File: src/rtl/scp_pkg.sv
/*
 * Shared constants, types and helpers for the split-cycle PWM generator.
 * Assumes a single 25 MHz system clock and an APB register bus with
 * 32-bit data and 12-bit byte addresses.
 */
package scp_pkg;

    // ==========================================================
    // Register map (byte addresses)
    localparam logic [11:0] SCP_OFS_DUTY = 12'h000;
    localparam logic [11:0] SCP_OFS_CTRL = 12'h004;
    localparam logic [11:0] SCP_OFS_PORT = 12'h008;
    localparam logic [11:0] SCP_OFS_STAT = 12'h00c;

    // ==========================================================
    // Field positions
    localparam int unsigned SCP_CTRL_FN_BIT = 0;
    localparam int unsigned SCP_CTRL_MODE_BIT = 1;
    localparam int unsigned SCP_CTRL_CLK_LSB = 2;
    localparam int unsigned SCP_PORT_DATA_BIT = 0;
    localparam int unsigned SCP_PORT_DIR_BIT = 1;
    localparam int unsigned SCP_PORT_PULL_BIT = 2;
    localparam int unsigned SCP_STAT_LVL_BIT = 0;
    localparam int unsigned SCP_STAT_PIN_BIT = 1;
    localparam int unsigned SCP_STAT_CNT_LSB = 8;

    // ==========================================================
    // Reset values
    localparam logic [7:0] SCP_DUTY_RST = 8'h00;
    localparam logic [3:0] SCP_CTRL_RST = 4'h0;
    localparam logic [2:0] SCP_PORT_RST = 3'h2;

    // ==========================================================
    // Timing counts, in PWM clock periods or system clocks
    localparam logic [7:0] SCP_CYCLE_LAST = 8'hff;
    localparam logic [6:0] SCP_SUB71_LAST = 7'h7f;
    localparam logic [5:0] SCP_SUB62_LAST = 6'h3f;
    localparam logic [1:0] SCP_DIV4_LAST = 2'h3;

    // ==========================================================
    // Types
    typedef enum logic [1:0] {
        SCP_CLK_SYS = 2'b00,
        SCP_CLK_DIV4 = 2'b01,
        SCP_CLK_LIRC = 2'b10
    } scp_clk_sel_t;

    typedef enum logic {
        SCP_MODE_62 = 1'b0,
        SCP_MODE_71 = 1'b1
    } scp_mode_t;

    typedef struct packed {
        scp_clk_sel_t clk_sel;
        scp_mode_t mode;
        logic fn_en;
    } scp_cfg_t;

    typedef struct packed {
        logic pull_en;
        logic dir_in;
        logic data;
    } scp_port_t;

    // High time of one sub-cycle: coarse count, plus one while the
    // sub-cycle index is below the fine spread count.
    function automatic logic [7:0] scp_high_count(input logic [6:0] coarse,
                                                  input logic [1:0] fine,
                                                  input logic [1:0] idx);
        return {1'b0, coarse} + ((idx < fine) ? 8'h01 : 8'h00);
    endfunction

endpackage

File: src/rtl/scp_clk_src.sv
/*
 * PWM clock source: turns the selected source into a one-cycle tick.
 * Assumes low_speed_rc_clock is asynchronous and far slower than clk.
 */
`timescale 1ns/1ps
module scp_clk_src
    import scp_pkg::*;
(
    input wire logic clk,
    input wire logic reset_n,
    input wire logic run,
    input wire scp_clk_sel_t clk_sel,
    input wire logic low_speed_rc_clock,
    output logic tick
);

    logic [1:0] div_q;
    logic rc_meta_q;
    logic rc_sync_q;
    logic rc_prev_q;

    // ==========================================================
    // Divide by four
    always_ff @(posedge clk or negedge reset_n) begin
        if (!reset_n) begin
            div_q <= 2'h0;
        end else if (!run) begin
            div_q <= 2'h0;
        end else begin
            div_q <= div_q + 2'h1;
        end
    end

    // ==========================================================
    // Slow RC clock: two-stage synchroniser, then rising-edge detect
    always_ff @(posedge clk or negedge reset_n) begin
        if (!reset_n) begin
            rc_meta_q <= 1'b0;
            rc_sync_q <= 1'b0;
            rc_prev_q <= 1'b0;
        end else begin
            rc_meta_q <= low_speed_rc_clock;
            rc_sync_q <= rc_meta_q;
            rc_prev_q <= rc_sync_q;
        end
    end

    always_comb begin
        unique case (clk_sel)
            SCP_CLK_DIV4: tick = run && (div_q == SCP_DIV4_LAST);
            SCP_CLK_LIRC: tick = run && rc_sync_q && !rc_prev_q;
            default: tick = run;
        endcase
    end

endmodule // scp_clk_src

File: src/rtl/scp_duty_cmp.sv
/*
 * Sub-cycle comparator: decides whether the output is high for the
 * current position in the 256-period PWM cycle.
 * Assumes the duty value is held stable for a whole PWM cycle.
 */
`timescale 1ns/1ps
module scp_duty_cmp
    import scp_pkg::*;
(
    input wire logic [7:0] cycle_cnt,
    input wire logic [7:0] duty,
    input wire scp_mode_t mode,
    output logic level_hi
);

    logic [7:0] hc_62;
    logic [7:0] hc_71;

    always_comb begin
        hc_62 = scp_high_count({1'b0, duty[7:2]}, duty[1:0], cycle_cnt[7:6]);
        hc_71 = scp_high_count(duty[7:1], {1'b0, duty[0]}, {1'b0, cycle_cnt[7]});
        if (mode == SCP_MODE_71) begin
            level_hi = {1'b0, cycle_cnt[6:0]} < hc_71;
        end else begin
            level_hi = {2'b00, cycle_cnt[5:0]} < hc_62;
        end
    end

endmodule // scp_duty_cmp

File: src/rtl/scp_pwm_top.sv
/*
 * Split-cycle 8-bit PWM generator with APB registers and a shared pin.
 * Assumes a 25 MHz clk, an APB master on the same clock, and an
 * external pad that resolves the pin from output and output enable.
 */
`timescale 1ns/1ps
module scp_pwm_top
    import scp_pkg::*;
(
    input wire logic clk,
    input wire logic reset_n,
    input wire logic psel,
    input wire logic penable,
    input wire logic pwrite,
    input wire logic [11:0] paddr,
    input wire logic [31:0] pwdata,
    output logic [31:0] prdata,
    output logic pready,
    output logic pslverr,
    input wire logic low_speed_rc_clock,
    input wire logic shared_output_pin_i,
    output logic shared_output_pin_o,
    output logic shared_output_pin_oe,
    output logic pull_high_en
);

    // ==========================================================
    // Declarations
    logic [7:0] duty_cycle_value_q;
    scp_cfg_t system_control_reg_q;
    scp_port_t port_q;
    logic [7:0] duty_shadow_q;
    logic [7:0] cycle_cnt_q;
    logic pwm_q;
    logic pin_o_q;
    logic pin_oe_q;
    logic pin_meta_q;
    logic pin_sync_q;
    logic [31:0] prdata_q;
    logic pslverr_q;
    logic pwm_tick;
    logic level_hi;
    logic setup;
    logic wr_acc;
    logic hit_duty;
    logic hit_ctrl;
    logic hit_port;
    logic hit_stat;
    logic [31:0] rd_mux;
    logic pin_o_d;

    // ==========================================================
    // APB decode
    always_comb begin
        hit_duty = (paddr == SCP_OFS_DUTY);
        hit_ctrl = (paddr == SCP_OFS_CTRL);
        hit_port = (paddr == SCP_OFS_PORT);
        hit_stat = (paddr == SCP_OFS_STAT);
        setup = psel && !penable;
        wr_acc = psel && penable && pwrite;
    end

    always_comb begin
        rd_mux = 32'h0000_0000;
        if (hit_duty) begin
            rd_mux[7:0] = duty_cycle_value_q;
        end
        if (hit_ctrl) begin
            rd_mux[3:0] = system_control_reg_q;
        end
        if (hit_port) begin
            rd_mux[2:0] = port_q;
        end
        if (hit_stat) begin
            rd_mux[SCP_STAT_LVL_BIT] = pwm_q;
            rd_mux[SCP_STAT_PIN_BIT] = pin_sync_q;
            rd_mux[SCP_STAT_CNT_LSB +: 8] = cycle_cnt_q;
        end
    end

    // Read data and error are captured in the setup phase so that
    // the access phase presents them from flip-flops with no wait.
    always_ff @(posedge clk or negedge reset_n) begin
        if (!reset_n) begin
            prdata_q <= 32'h0000_0000;
            pslverr_q <= 1'b0;
        end else if (setup) begin
            prdata_q <= pwrite ? 32'h0000_0000 : rd_mux;
            pslverr_q <= !(hit_duty || hit_ctrl || hit_port || (hit_stat && !pwrite));
        end
    end

    assign prdata = prdata_q;
    assign pslverr = pslverr_q;
    assign pready = 1'b1;

    // ==========================================================
    // Software registers
    always_ff @(posedge clk or negedge reset_n) begin
        if (!reset_n) begin
            duty_cycle_value_q <= SCP_DUTY_RST;
        end else if (wr_acc && hit_duty) begin
            duty_cycle_value_q <= pwdata[7:0];
        end
    end

    always_ff @(posedge clk or negedge reset_n) begin
        if (!reset_n) begin
            system_control_reg_q <= SCP_CTRL_RST;
        end else if (wr_acc && hit_ctrl) begin
            system_control_reg_q.fn_en <= pwdata[SCP_CTRL_FN_BIT];
            system_control_reg_q.mode <= scp_mode_t'(pwdata[SCP_CTRL_MODE_BIT]);
            // The unused select code falls back to the system clock
            system_control_reg_q.clk_sel <= scp_clk_sel_t'(pwdata[SCP_CTRL_CLK_LSB +: 2]);
        end
    end

    always_ff @(posedge clk or negedge reset_n) begin
        if (!reset_n) begin
            port_q <= SCP_PORT_RST;
        end else if (wr_acc && hit_port) begin
            port_q.data <= pwdata[SCP_PORT_DATA_BIT];
            port_q.dir_in <= pwdata[SCP_PORT_DIR_BIT];
            port_q.pull_en <= pwdata[SCP_PORT_PULL_BIT];
        end
    end

    // ==========================================================
    // PWM clock and cycle counter
    scp_clk_src u_clk_src (
        .clk(clk),
        .reset_n(reset_n),
        .run(system_control_reg_q.fn_en),
        .clk_sel(system_control_reg_q.clk_sel),
        .low_speed_rc_clock(low_speed_rc_clock),
        .tick(pwm_tick)
    );

    always_ff @(posedge clk or negedge reset_n) begin
        if (!reset_n) begin
            cycle_cnt_q <= 8'h00;
        end else if (!system_control_reg_q.fn_en) begin
            cycle_cnt_q <= 8'h00;
        end else if (pwm_tick) begin
            cycle_cnt_q <= cycle_cnt_q + 8'h01;
        end
    end

    // The duty value takes effect only at a cycle boundary or while fn_en is off, so a write
    // never produces a torn sub-cycle.
    always_ff @(posedge clk or negedge reset_n) begin
        if (!reset_n) begin
            duty_shadow_q <= SCP_DUTY_RST;
        end else if (!system_control_reg_q.fn_en) begin
            duty_shadow_q <= duty_cycle_value_q;
        end else if (pwm_tick && cycle_cnt_q == SCP_CYCLE_LAST) begin
            duty_shadow_q <= duty_cycle_value_q;
        end
    end

    // ==========================================================
    // Waveform
    scp_duty_cmp u_duty_cmp (
        .cycle_cnt(cycle_cnt_q),
        .duty(duty_shadow_q),
        .mode(system_control_reg_q.mode),
        .level_hi(level_hi)
    );

    always_ff @(posedge clk or negedge reset_n) begin
        if (!reset_n) begin
            pwm_q <= 1'b0;
        end else if (!system_control_reg_q.fn_en) begin
            pwm_q <= 1'b0;
        end else if (pwm_tick) begin
            pwm_q <= level_hi;
        end
    end

    // ==========================================================
    // Shared pin
    always_comb begin
        if (system_control_reg_q.fn_en) begin
            pin_o_d = port_q.data && pwm_q;
        end else begin
            pin_o_d = port_q.data;
        end
    end

    always_ff @(posedge clk or negedge reset_n) begin
        if (!reset_n) begin
            pin_o_q <= 1'b0;
            pin_oe_q <= 1'b0;
        end else begin
            pin_o_q <= pin_o_d;
            pin_oe_q <= !port_q.dir_in;
        end
    end

    always_ff @(posedge clk or negedge reset_n) begin
        if (!reset_n) begin
            pin_meta_q <= 1'b0;
            pin_sync_q <= 1'b0;
        end else begin
            pin_meta_q <= shared_output_pin_i;
            pin_sync_q <= pin_meta_q;
        end
    end

    assign shared_output_pin_o = pin_o_q;
    assign shared_output_pin_oe = pin_oe_q;
    // Pull-high stays usable whether or not PWM is selected
    assign pull_high_en = port_q.pull_en && port_q.dir_in;
endmodule // scp_pwm_top

File: config.mk
export PLATFORM = sky130hd
export DESIGN_NAME = scp_pwm_top
export DESIGN_NICKNAME = d
export VERILOG_FILES = /design/src/rtl/scp_pkg.sv /design/src/rtl/scp_clk_src.sv /design/src/rtl/scp_duty_cmp.sv /design/src/rtl/scp_pwm_top.sv
export SDC_FILE = /design/constraint.sdc
export NUM_CORES = 1
export LEC_CHECK = 0
export BUFFER_PORTS_ARGS = -buffer_cell sky130_fd_sc_hd__buf_2
export CAP_MARGIN = 20
export CORE_ASPECT_RATIO = 1.75
export CORE_MARGIN = 2
export CORE_UTILIZATION = 56
export CTS_CLUSTER_DIAMETER = 40
export DETAILED_ROUTE_END_ITERATION = 10
export HOLD_SLACK_MARGIN = 0.1
export PLACE_DENSITY = 0.82
export SYNTH_ARGS = -nofsm -noshare
export SYNTH_HDL_FRONTEND = slang
export SYNTH_SLANG_ARGS = --single-unit
File: constraint.sdc
create_clock -name clk -period 3.8 [get_ports clk]
set_input_delay 0.38 -clock clk [delete_from_list [all_inputs] [get_ports clk]]
set_output_delay 0.38 -clock clk [all_outputs]
set_load 0.05 [all_outputs]
; ---- After elaboration in Yosys (flattened, before gate mapping)
; Index checks and enable logic that the tools add are counted.
[classes]
add_sub_neg = 4
n_mul = 0
div_mod_pow = 0
magnitude_cmp = 4
eq_ne = 9
n_shift = 0
muxes = 18
bitwise = 0
n_reduce_logical = 22
[ops]
columns = cell, count
row1 = $mux 8, 6
row2 = $eq 12x4->1 const B, 2
row3 = $mux 16, 1
row4 = $logic_and 1x1->1, 13
row5 = $eq 12x3->1 const B, 1
row6 = $logic_not 12->1, 1
row7 = $add 6x8->8, 1
row8 = $add 7x8->8, 1
row9 = $add 8x1->8 const B, 1
row10 = $eq 8x8->1 const B, 1
row11 = $lt 6x8->1, 1
row12 = $lt 7x8->1, 1
row13 = $mux 1, 6
row14 = $logic_not 1->1, 5
row15 = $eq 2x2->1 const B, 2
row16 = $mux 2, 2
row17 = $mux 4, 1
row18 = $ne 2x1->1 const B, 2
row19 = $logic_or 1x1->1, 3
row20 = $mux 3, 1
row21 = $add 2x1->2 const B, 1
row22 = $eq 2x1->1 const B, 1
row23 = $lt 2x2->1, 1
row24 = $pmux 1 s2, 1
row25 = $lt 1x1->1, 1
[word_totals]
reg_bits = 74
latch_bits = 0
ramBits = 0
mem_bits_ro = 0
n_memories = 0

; ---- Longest topological paths before layout
; Gate-level depths: netlist (run 1).
[logic_depth]
ltp_word = 7
mapped_depth = 12
ltp_nobuf = 12

; ---- By module
; Synthesis (run 1) repeated with hierarchy kept, for this count alone.
[hier_totals]
cells_unflattened = 277
hier_area_um2 = 3156.8
[by_module_without_submodules]
columns = module, n_inst, cells_per_inst, area_per_inst_um2, seq_area_each_um2
row1 = scp_pwm_top, 1, 199, 2451.1, 1327.5
row2 = scp_duty_cmp, 1, 63, 503.0, 0.0
row3 = scp_clk_src, 1, 15, 202.7, 125.1

; ---- Worst setup path before layout (run 1)
; OpenSTA, ideal clock, no wires.
[synth_timing]
kind = reg2reg
startpoint = register cycle_cnt_q[7]
endpoint = register pwm_q
setup_ps = 88
t_arrival_ps = 2211
required_time_ps = 3712
slack_ps = 1501
path_stages_with_launch = 11
n_path_buf = 0
synth_period_minus_slack_ps = 2299
path_cell_list = dfrtp_1 -> ha_1 -> a21oi_1 -> ha_1 -> nand2_1 -> xor2_1 -> ha_1 -> a211o_1 -> a31oi_1 -> o221ai_1 -> a41oi_1
[synth_via]
elab_chain_len = 7
word_cells_on_any_way = 11
classes_between = add/sub (2) / order compare (4) / mux (5)
[synth_rtl]
columns = item, line
row1 = from (decl), scp_pwm_top.sv:33  ; logic [7:0] cycle_cnt_q;
row2 = from (signal assigned), scp_pwm_top.sv:145  ; cycle_cnt_q <= cycle_cnt_q + 8'h01;
row3 = $lt 2x2->1 / $lt 1x1->1 (equally long branches), scp_pkg.sv:70  ; return {1'b0, coarse} + ((idx < fine) ? 8'h01 : 8'h00);
row4 = $mux 1, scp_pkg.sv:70
row5 = $add 6x8->8 / $add 7x8->8 (equally long branches), scp_pkg.sv:70
row6 = $lt 6x8->1 / $lt 7x8->1 (equally long branches), "scp_duty_cmp.sv:25, scp_duty_cmp.sv:23"
row7 = $mux 1 *, scp_duty_cmp.sv:22  ; if (mode == SCP_MODE_71) begin
row8 = $mux 1 *, scp_pwm_top.sv:175  ; end else if (pwm_tick) begin
row9 = $mux 1 *, scp_pwm_top.sv:173  ; end else if (!system_control_reg_q.fn_en) begin
row10 = to (signal assigned), scp_pwm_top.sv:176  ; pwm_q <= level_hi;
row11 = to (decl), scp_pwm_top.sv:34  ; logic pwm_q;
; Every way passes the cells marked *; elsewhere a longest branch is shown, timed or not. The select of a mux whose other input is x is not followed.
; A chain may end at the register's enable or synchronous reset.

; ---- Worst setup path after layout (run 1)
; Ends and elaborated chain as after synthesis.

==> run metrics, run 1 <==
slowest stage cell, crit path dfrtp_1; WP buf/inv 0; Final Total Pwr 0.001280 W; PD cells 372.6 mW/mm²; Post-CTS Setup Bufs 0; skew final 0.005253 ns; Congestion Overflow GR 0; first-pass GRT wire length 10.03 mm; area of the die 0.006016 mm²; asr flop ratio synth 1.000; clock tree buffer depth 2; worst-case reg-to-reg path depth 10; routed len/inst 16.07 µm; RSZ-0062 raised after global routing no; Yosys warning count 0; Yosys reg bits 58; FP Rows 35; post-synthesis cell count 257; final setup TNS 0 ns; CTS Buf Count 9; Post-CTS Hold Buffers 0; via density per instance 5.749; Root Buffer clkbuf_8; CP Launch Type flop; grt met2 use 0.3652; Worst Tran Pin Value 0.8333 ns; Filler Cells Inserted 383; placed cell count 351; CP peak stage delay 0.46 ns; DRT Pass-1 Iters 4; sequential fraction of the synthesis area 0.4813; Core Region 0.005211 mm²; Final HPWL DP 4.382 mm; cell count of the worst hold path 1; clk_lat worst skew 0.34 ns; Vert. Die Dim 101.1 µm; Syn-to-layout area delta 13.81%; RR Startpoint cycle_cnt_q[7]; Post-synth EDFFs 0; CTS tree built; met1 Use GR 0.2658; r2r endpoint pwm_q; Post-layout nets 378; Detail Route Antenna Nets 0; routability cong. 0.8287; Top Usage Layer GRT met2; synth top area cells dfrtp_1, ha_1, mux2_2; hold path endpoint u_clk_src.rc_meta_q; Port Buffers 46; diode count 0; leading cell types in the layout, fill and taps excluded dfrtp_1, buf_2, mux2_2; layout cells sized above 1 0.3077; vias 2,110; CP most frequent cell ha_1; Clock Sinks 58; min Tclk post-route 2.618 ns; largest net degree at the start of global routing 59; post-synth top area share 0.4726; Critical Path End Type flop; PostCTS Resize Cnt 0; Finish-stage setup viols 0; initial antenna violation count 0; Final Max Tran Viols 0; cell taking the most area after synthesis dfrtp_1; status finished clean; max_cap viols 0; Critical Setup Path Class reg2reg; FMAX 382.0 MHz; final hold violations 0; most common cell after layout, fill and taps aside dfrtp_1; CP Max Fanout 5; Initial DRC Count 49; final period utilization 0.6890; top_reg_cell synth dfrtp_1; Hold Crit Start low_speed_rc_clock; Pleak 1.769 nW; Worst EP required 4.05 ns; worst path cell trace ha_1 > a21oi_1 > ha_1 > nand2_1 > xor2_1 > ha_1 > a211o_1 > a31oi_1 > o221ai_1 > a41oi_1; Final Instance Count excl. Fillers 367; met3 usage 0.04236; Max IR drop VDD 0.3575 mV; synth unique cells 42; final hold slack 0.1469 ns; mapped cell area 0.003018 mm²; R2R setup slack 1.18 ns; Levels on crit path 10; Tightest Hold Check Type in2reg; syn avg cell area 11.74 µm²; io pins 88; Worst slew margin 0.4445; Starting Density 0.5791; final WL 5.899 mm; CTS clk-pin slew, worst paths 0.07 ns; vias in the first global route 2,170; largest delay contributor family on the critical path compound AO/OA/AOI/OAI gates; Overall Global Routing Usage 0.2256; Worst Setup SP cycle_cnt_q[7]; Die Width 59.50 µm; Arr. time, crit path 2.87 ns; drt drc 0; CTS H-Tree Depth 3
## layer usage
layer / wire [µm] / vias to the layer above
li1: - / 982
met2: 3165 / 64
met3: 234 / 20
met1: 2263 / 1044
met5: 0 / -
met4: 235 / 0
## cell usage after synthesis (3+ instances only)
cell type,number
nand2_1,15
xor2_1,10
nand4_1,6
o21ai_0,6
ha_1,20
dfrtp_1,57
a22o_1,14
inv_1,8
nor2_1,7
nand3_1,8
a31oi_1,3
xnor2_1,7
mux2_2,22
and2_1,10
nor2b_1,5
clkbuf_1,5
buf_4,17
mux2i_1,3
a21oi_1,6
## logic make-up (layout without fill, tap and decap cells)
group                      after synthesis  after routing  share of synthesized area
other                                    2             17                   0.002488
buffers and inverters                   31             71                    0.05970
AOI/OAI and AO/OA                       37             37                    0.09329
xor gates and xnor gates                17             17                    0.04934
DFF                                     58             58                     0.4813
adders and majority gates               20             20                    0.08292
and+or+nand+nor                         65             65                     0.1240
muxes                                   27             27                     0.1070
## worst max-delay path by stage
stage,endpoint
global route,pwm_q
CTS,pwm_q
detailed placement,pwm_q
finish,pwm_q
floorplan,pwm_q
global placement,pwm_q
## report_power, final
group	switching, W	total [W]	internal (W)
Clock	0.000238	0.000572	0.000335
Combinational	0.0000684	0.0000837	0.0000153
Sequential	0.00000186	0.000624	0.000622
## stage by stage
stage                     setup slack, ns  cell area (µm²)    util
final                               1.182             3435  0.6591
after global routing               0.9351             3435  0.6591
after CTS                           1.194             3435  0.6591
after detailed placement            1.206             3231  0.6199
after global placement              1.260             3231  0.6199
after floorplan                     1.501             3074       -
## cell type report
cell class                      instances  area (µm²)  area share
Clock buffer                           11       151.4     0.04408
Clock inverter                          5       52.55     0.01530
Timing Repair Buffer                   47       237.7     0.06922
Multi-Input combinational cell        183        1441      0.4197
Tap cell                               55       68.82     0.02004
Sequential cell                        58        1453      0.4230
Inverter                                8       30.03    0.008743
## sequential cells by signal (all words and copies together), names as in the netlist
signal / cells
system_control_reg_q: 4
duty_cycle_value_q: 8
port_q: 3
u_clk_src.rc_sync_q: 1
u_clk_src.div_q: 2
cycle_cnt_q: 8
u_clk_src.rc_meta_q: 1
pin_meta_q: 1
shared_output_pin_o: 1
prdata: 16
u_clk_src.rc_prev_q: 1
shared_output_pin_oe: 1
pslverr: 1
pwm_q: 1
duty_shadow_q: 8
pin_sync_q: 1
No activity file was read; power rests on OpenSTA's default activity.
==> run 2: changes to the inputs <==
--- a/config.mk
+++ b/config.mk
@@ -5,15 +5,16 @@
 export SDC_FILE = /design/constraint.sdc
 export NUM_CORES = 1
 export LEC_CHECK = 0
+export ABC_AREA = 1
 export BUFFER_PORTS_ARGS = -buffer_cell sky130_fd_sc_hd__buf_2
 export CAP_MARGIN = 20
 export CORE_ASPECT_RATIO = 1.75
 export CORE_MARGIN = 2
-export CORE_UTILIZATION = 56
+export CORE_UTILIZATION = 53
 export CTS_CLUSTER_DIAMETER = 40
 export DETAILED_ROUTE_END_ITERATION = 10
 export HOLD_SLACK_MARGIN = 0.1
-export PLACE_DENSITY = 0.82
+export PLACE_DENSITY = 0.78
 export SYNTH_ARGS = -nofsm -noshare
 export SYNTH_HDL_FRONTEND = slang
 export SYNTH_SLANG_ARGS = --single-unit
==> constraint.sdc (replaced) <==
create_clock -name clk -period 2.5 [get_ports clk]
set_input_delay 0.25 -clock clk [delete_from_list [all_inputs] [get_ports clk]]
set_output_delay 0.25 -clock clk [all_outputs]
set_load 0.05 [all_outputs]
==> run 2 against run 1 <==
Against the previous run:
- cell count grew 45%
- first-iteration DRC count grew 71%
- non-clock buffer count grew 13
- die area grew 12%
- worst hold slack lost 0.028 ns
- sequential cell count is the same
- register-to-register slack lost 0.99 ns
- clock skew grew 0.0032 ns
- synthesized cell count grew 50%
==> run metrics, run 2 <==
clk_lat worst skew 0.34 ns (about the same); routability cong. 0.9060 (was 0.8287); most common cell after layout, fill and taps aside nand2_1 (was dfrtp_1); worst path cell trace nor2_1 > ha_2 > ha_4 > nand2_1 > nor2_2 > nand3_1 > xor2_1 > ha_1 > nand3_1 > a21oi_2 > nand2_1 > nand2_1 > nand2_1 > nand3_1 > nand2_1 (was ha_1 > a21oi_1 > ha_1 > nand2_1 > xor2_1 > ha_1 > a211o_1 > a31oi_1 > o221ai_1 > a41oi_1); synth unique cells 33 (was 42); final hold violations 0 (unchanged); FP Rows 37 (was 35); CTS Buf Count 9 (unchanged); final period utilization 0.9213 (was 0.6890); via density per instance 5.111 (was 5.749); design area 0.003824 mm² (was 0.003435 mm²); post-synth top area share 0.4415 (was 0.4726); Worst slew margin 0.5791 (was 0.4445); CP most frequent cell nand2_1 (was ha_1); final WL 6.961 mm (was 5.899 mm); Pleak 1.988 nW (was 1.769 nW); io pins 88 (unchanged); first-pass GRT wire length 11.39 mm (was 10.03 mm); Port Buffers 46 (unchanged); initial antenna violation count 0 (unchanged); CP peak stage delay 0.40 ns (was 0.46 ns); sequential share of power 0.392 (was 0.487); Core Region 0.005879 mm² (was 0.005211 mm²); R2R setup slack 0.20 ns (was 1.18 ns); post-synthesis cell count 386 (was 257); Worst EP required 2.74 ns (was 4.05 ns); Congestion Overflow GR 0 (unchanged); Root Buffer clkbuf_8 (unchanged); vias 2,714 (was 2,110); Finish-stage setup viols 0 (unchanged); Combinational Power Share 0.292 (was 0.065); Yosys reg bits 58 (unchanged); Clk pwr share 0.316 (was 0.447); Clock Sinks 58 (unchanged); Syn-to-layout area delta 18.36% (was 13.81%); Post-synth top cells nand2_1, dfrtp_1, inv_1 (was dfrtp_1, mux2_2, ha_1); Max IR drop VDD 0.5812 mV (was 0.3575 mV); CTS clk-pin slew, worst paths 0.07 ns (about the same); synth top area cells dfrtp_1, nand2_1, ha_1 (was dfrtp_1, ha_1, mux2_2); min Tclk post-route 2.303 ns (was 2.618 ns); cell taking the most area after synthesis dfrtp_1 (unchanged); PD cells 780.3 mW/mm² (was 372.6 mW/mm²); Critical Path End Type flop (unchanged); vias in the first global route 2,667 (was 2,170); drt drc 0 (unchanged); status finished clean (unchanged); largest net degree at the start of global routing 31 (was 59); routed len/inst 13.11 µm (was 16.07 µm); sequential fraction of the synthesis area 0.4497 (was 0.4813); placed cell count 508 (was 351); max_cap viols 0 (unchanged); slowest stage cell, crit path dfrtp_1 (unchanged); Filler Cells Inserted 513 (was 383); Final Max Tran Viols 0 (unchanged); Starting Density 0.5495 (was 0.5791); syn avg cell area 8.369 µm² (was 11.74 µm²); Final Instance Count excl. Fillers 531 (was 367); asr flop ratio synth 1.000 (unchanged); Post-layout nets 519 (was 378); top_reg_cell synth dfrtp_1 (unchanged); Worst Tran Pin Value 0.6314 ns (was 0.8333 ns); CP Launch Type flop (unchanged); layout cells sized above 1 0.2296 (was 0.3077); Yosys warning count 0 (unchanged); Arr. time, crit path 2.54 ns (was 2.87 ns); Tightest Hold Check Type in2reg (unchanged); DP Area 0.003498 mm² (was 0.003231 mm²); FMAX 434.2 MHz (was 382.0 MHz); clock tree buffer depth 2 (unchanged); cell with the most instances after synthesis nand2_1 (was dfrtp_1); area of the die 0.006761 mm² (was 0.006016 mm²); net switching power 0.001044 W (was 0.0003080 W); Initial DRC Count 84 (was 49); CTS tree built (unchanged); Critical Setup Path Class reg2reg (unchanged); Detail Route Antenna Nets 0 (unchanged); Post-synth EDFFs 0 (unchanged); switching share of power 0.3500 (was 0.2407); Die Width 63.02 µm (was 59.50 µm); skew final 0.008432 ns (was 0.005253 ns); CP Max Fanout 3 (was 5); DRT Pass-1 Iters 4 (unchanged); Overall Global Routing Usage 0.2212 (was 0.2256); leading cell types in the layout, fill and taps excluded nand2_1, dfrtp_1, inv_1 (was dfrtp_1, buf_2, mux2_2); Int Power 0.001939 W (was 0.0009717 W); CTS H-Tree Depth 3 (unchanged); Vert. Die Dim 107.3 µm (was 101.1 µm); fin util 0.6504 (was 0.6591); mapped cell area 0.003231 mm² (was 0.003018 mm²); diode count 0 (unchanged); Final HPWL DP 5.277 mm (was 4.382 mm); max FFs per register 16 (unchanged)
-- run 2: cell types whose count changed in the layout (fill, tap and decap cells not counted), sizes merged, moves of 16 or more --
| cell | delta |
|---|---|
| nand3 | +22 |
| mux2 | -22 |
| o21ai | +30 |
| nand2 | +91 |
| inv | +39 |
| nor2 | +16 |
-- run 2: worst max-delay path, delay by kind of cell, from the launching register on --
family	cells	cell delay, ns
compound gates	1	0.10
xor+xnor	1	0.15
fa+ha+maj	3	0.71
flops	1	0.40
simple gates	10	0.82
-- run 2: area by class of cell --
| cell class | instances | area, µm² | share of cell area |
|---|---|---|---|
| Clock inverter | 7 | 93.84 | 0.02454 |
| Timing Repair Buffer | 60 | 342.8 | 0.08966 |
| Inverter | 47 | 176.4 | 0.04614 |
| Sequential cell | 58 | 1453 | 0.3799 |
| Tap cell | 78 | 97.59 | 0.02552 |
| Multi-Input combinational cell | 272 | 1536 | 0.4018 |
| Clock buffer | 9 | 123.9 | 0.03240 |
-- run 2: routing by layer --
metal / global-route usage / wire, µm / up-vias
met5: 0 / 0 / -
met4: 0.1730 / 404 / 0
met3: 0.04079 / 294 / 33
met2: 0.4065 / 3803 / 80
met1: 0.2112 / 2458 / 1274
li1: - / - / 1327
-- run 2: final timing paths --
path / end / from / depth (start not counted)
min in group asynchronous: prdata[1] / reset_n / 2
worst max-delay path: pwm_q / cycle_cnt_q[7] / 15
worst min-delay path: duty_cycle_value_q[5] / pwdata[5] / 3
worst min register to register: pin_sync_q / pin_meta_q / 0
max in group asynchronous: port_q[1] / reset_n / 3
worst max register to register: pwm_q / cycle_cnt_q[7] / 15
-- run 2: cell families after synthesis --
logic type | count (synthesis) | share of synthesized area
XOR/XNOR | 9 | 0.02440
other | 2 | 0.002325
flip-flops | 58 | 0.4497
buffers and inverters | 71 | 0.1069
adder cells (fa/ha/maj) | 20 | 0.07746
AO/OA/AOI/OAI | 54 | 0.09024
AND/OR/NAND/NOR | 172 | 0.2490
-- run 2: metrics by stage --
step	power [W]	hold WS (ns)	setup slack [ns]	TNS [ns]
3_3_place_gp	0.001961	0.2974	0.08930	0
3_5_place_dp	0.002009	0.3064	0.01282	0
4_1_cts	0.002960	0.1002	0.01252	0
6_report	0.002984	0.1187	0.1967	0
2_1_floorplan	0.001767	-0.04559	0.1678	0
5_1_grt	0.003184	0.1332	-0.005399	-0.005399
-- run 2: power groups by stage --
stage	logic [W]	registers, W	clock network, W
final	0.000871	0.00117	0.000942
after global routing	0.000998	0.00119	0.000999
after floorplan	0.000602	0.00116	0
after global placement	0.000779	0.00118	0
after CTS	0.000835	0.00117	0.000957
after detailed placement	0.000824	0.00118	0
-- run 2: timing repair --
item	CTS	global route
resized for setup	0	11
setup buffers	0	4
endpoints found under the setup margin	0	1
hold buffers	3	0
hold endpoints to repair	30	0
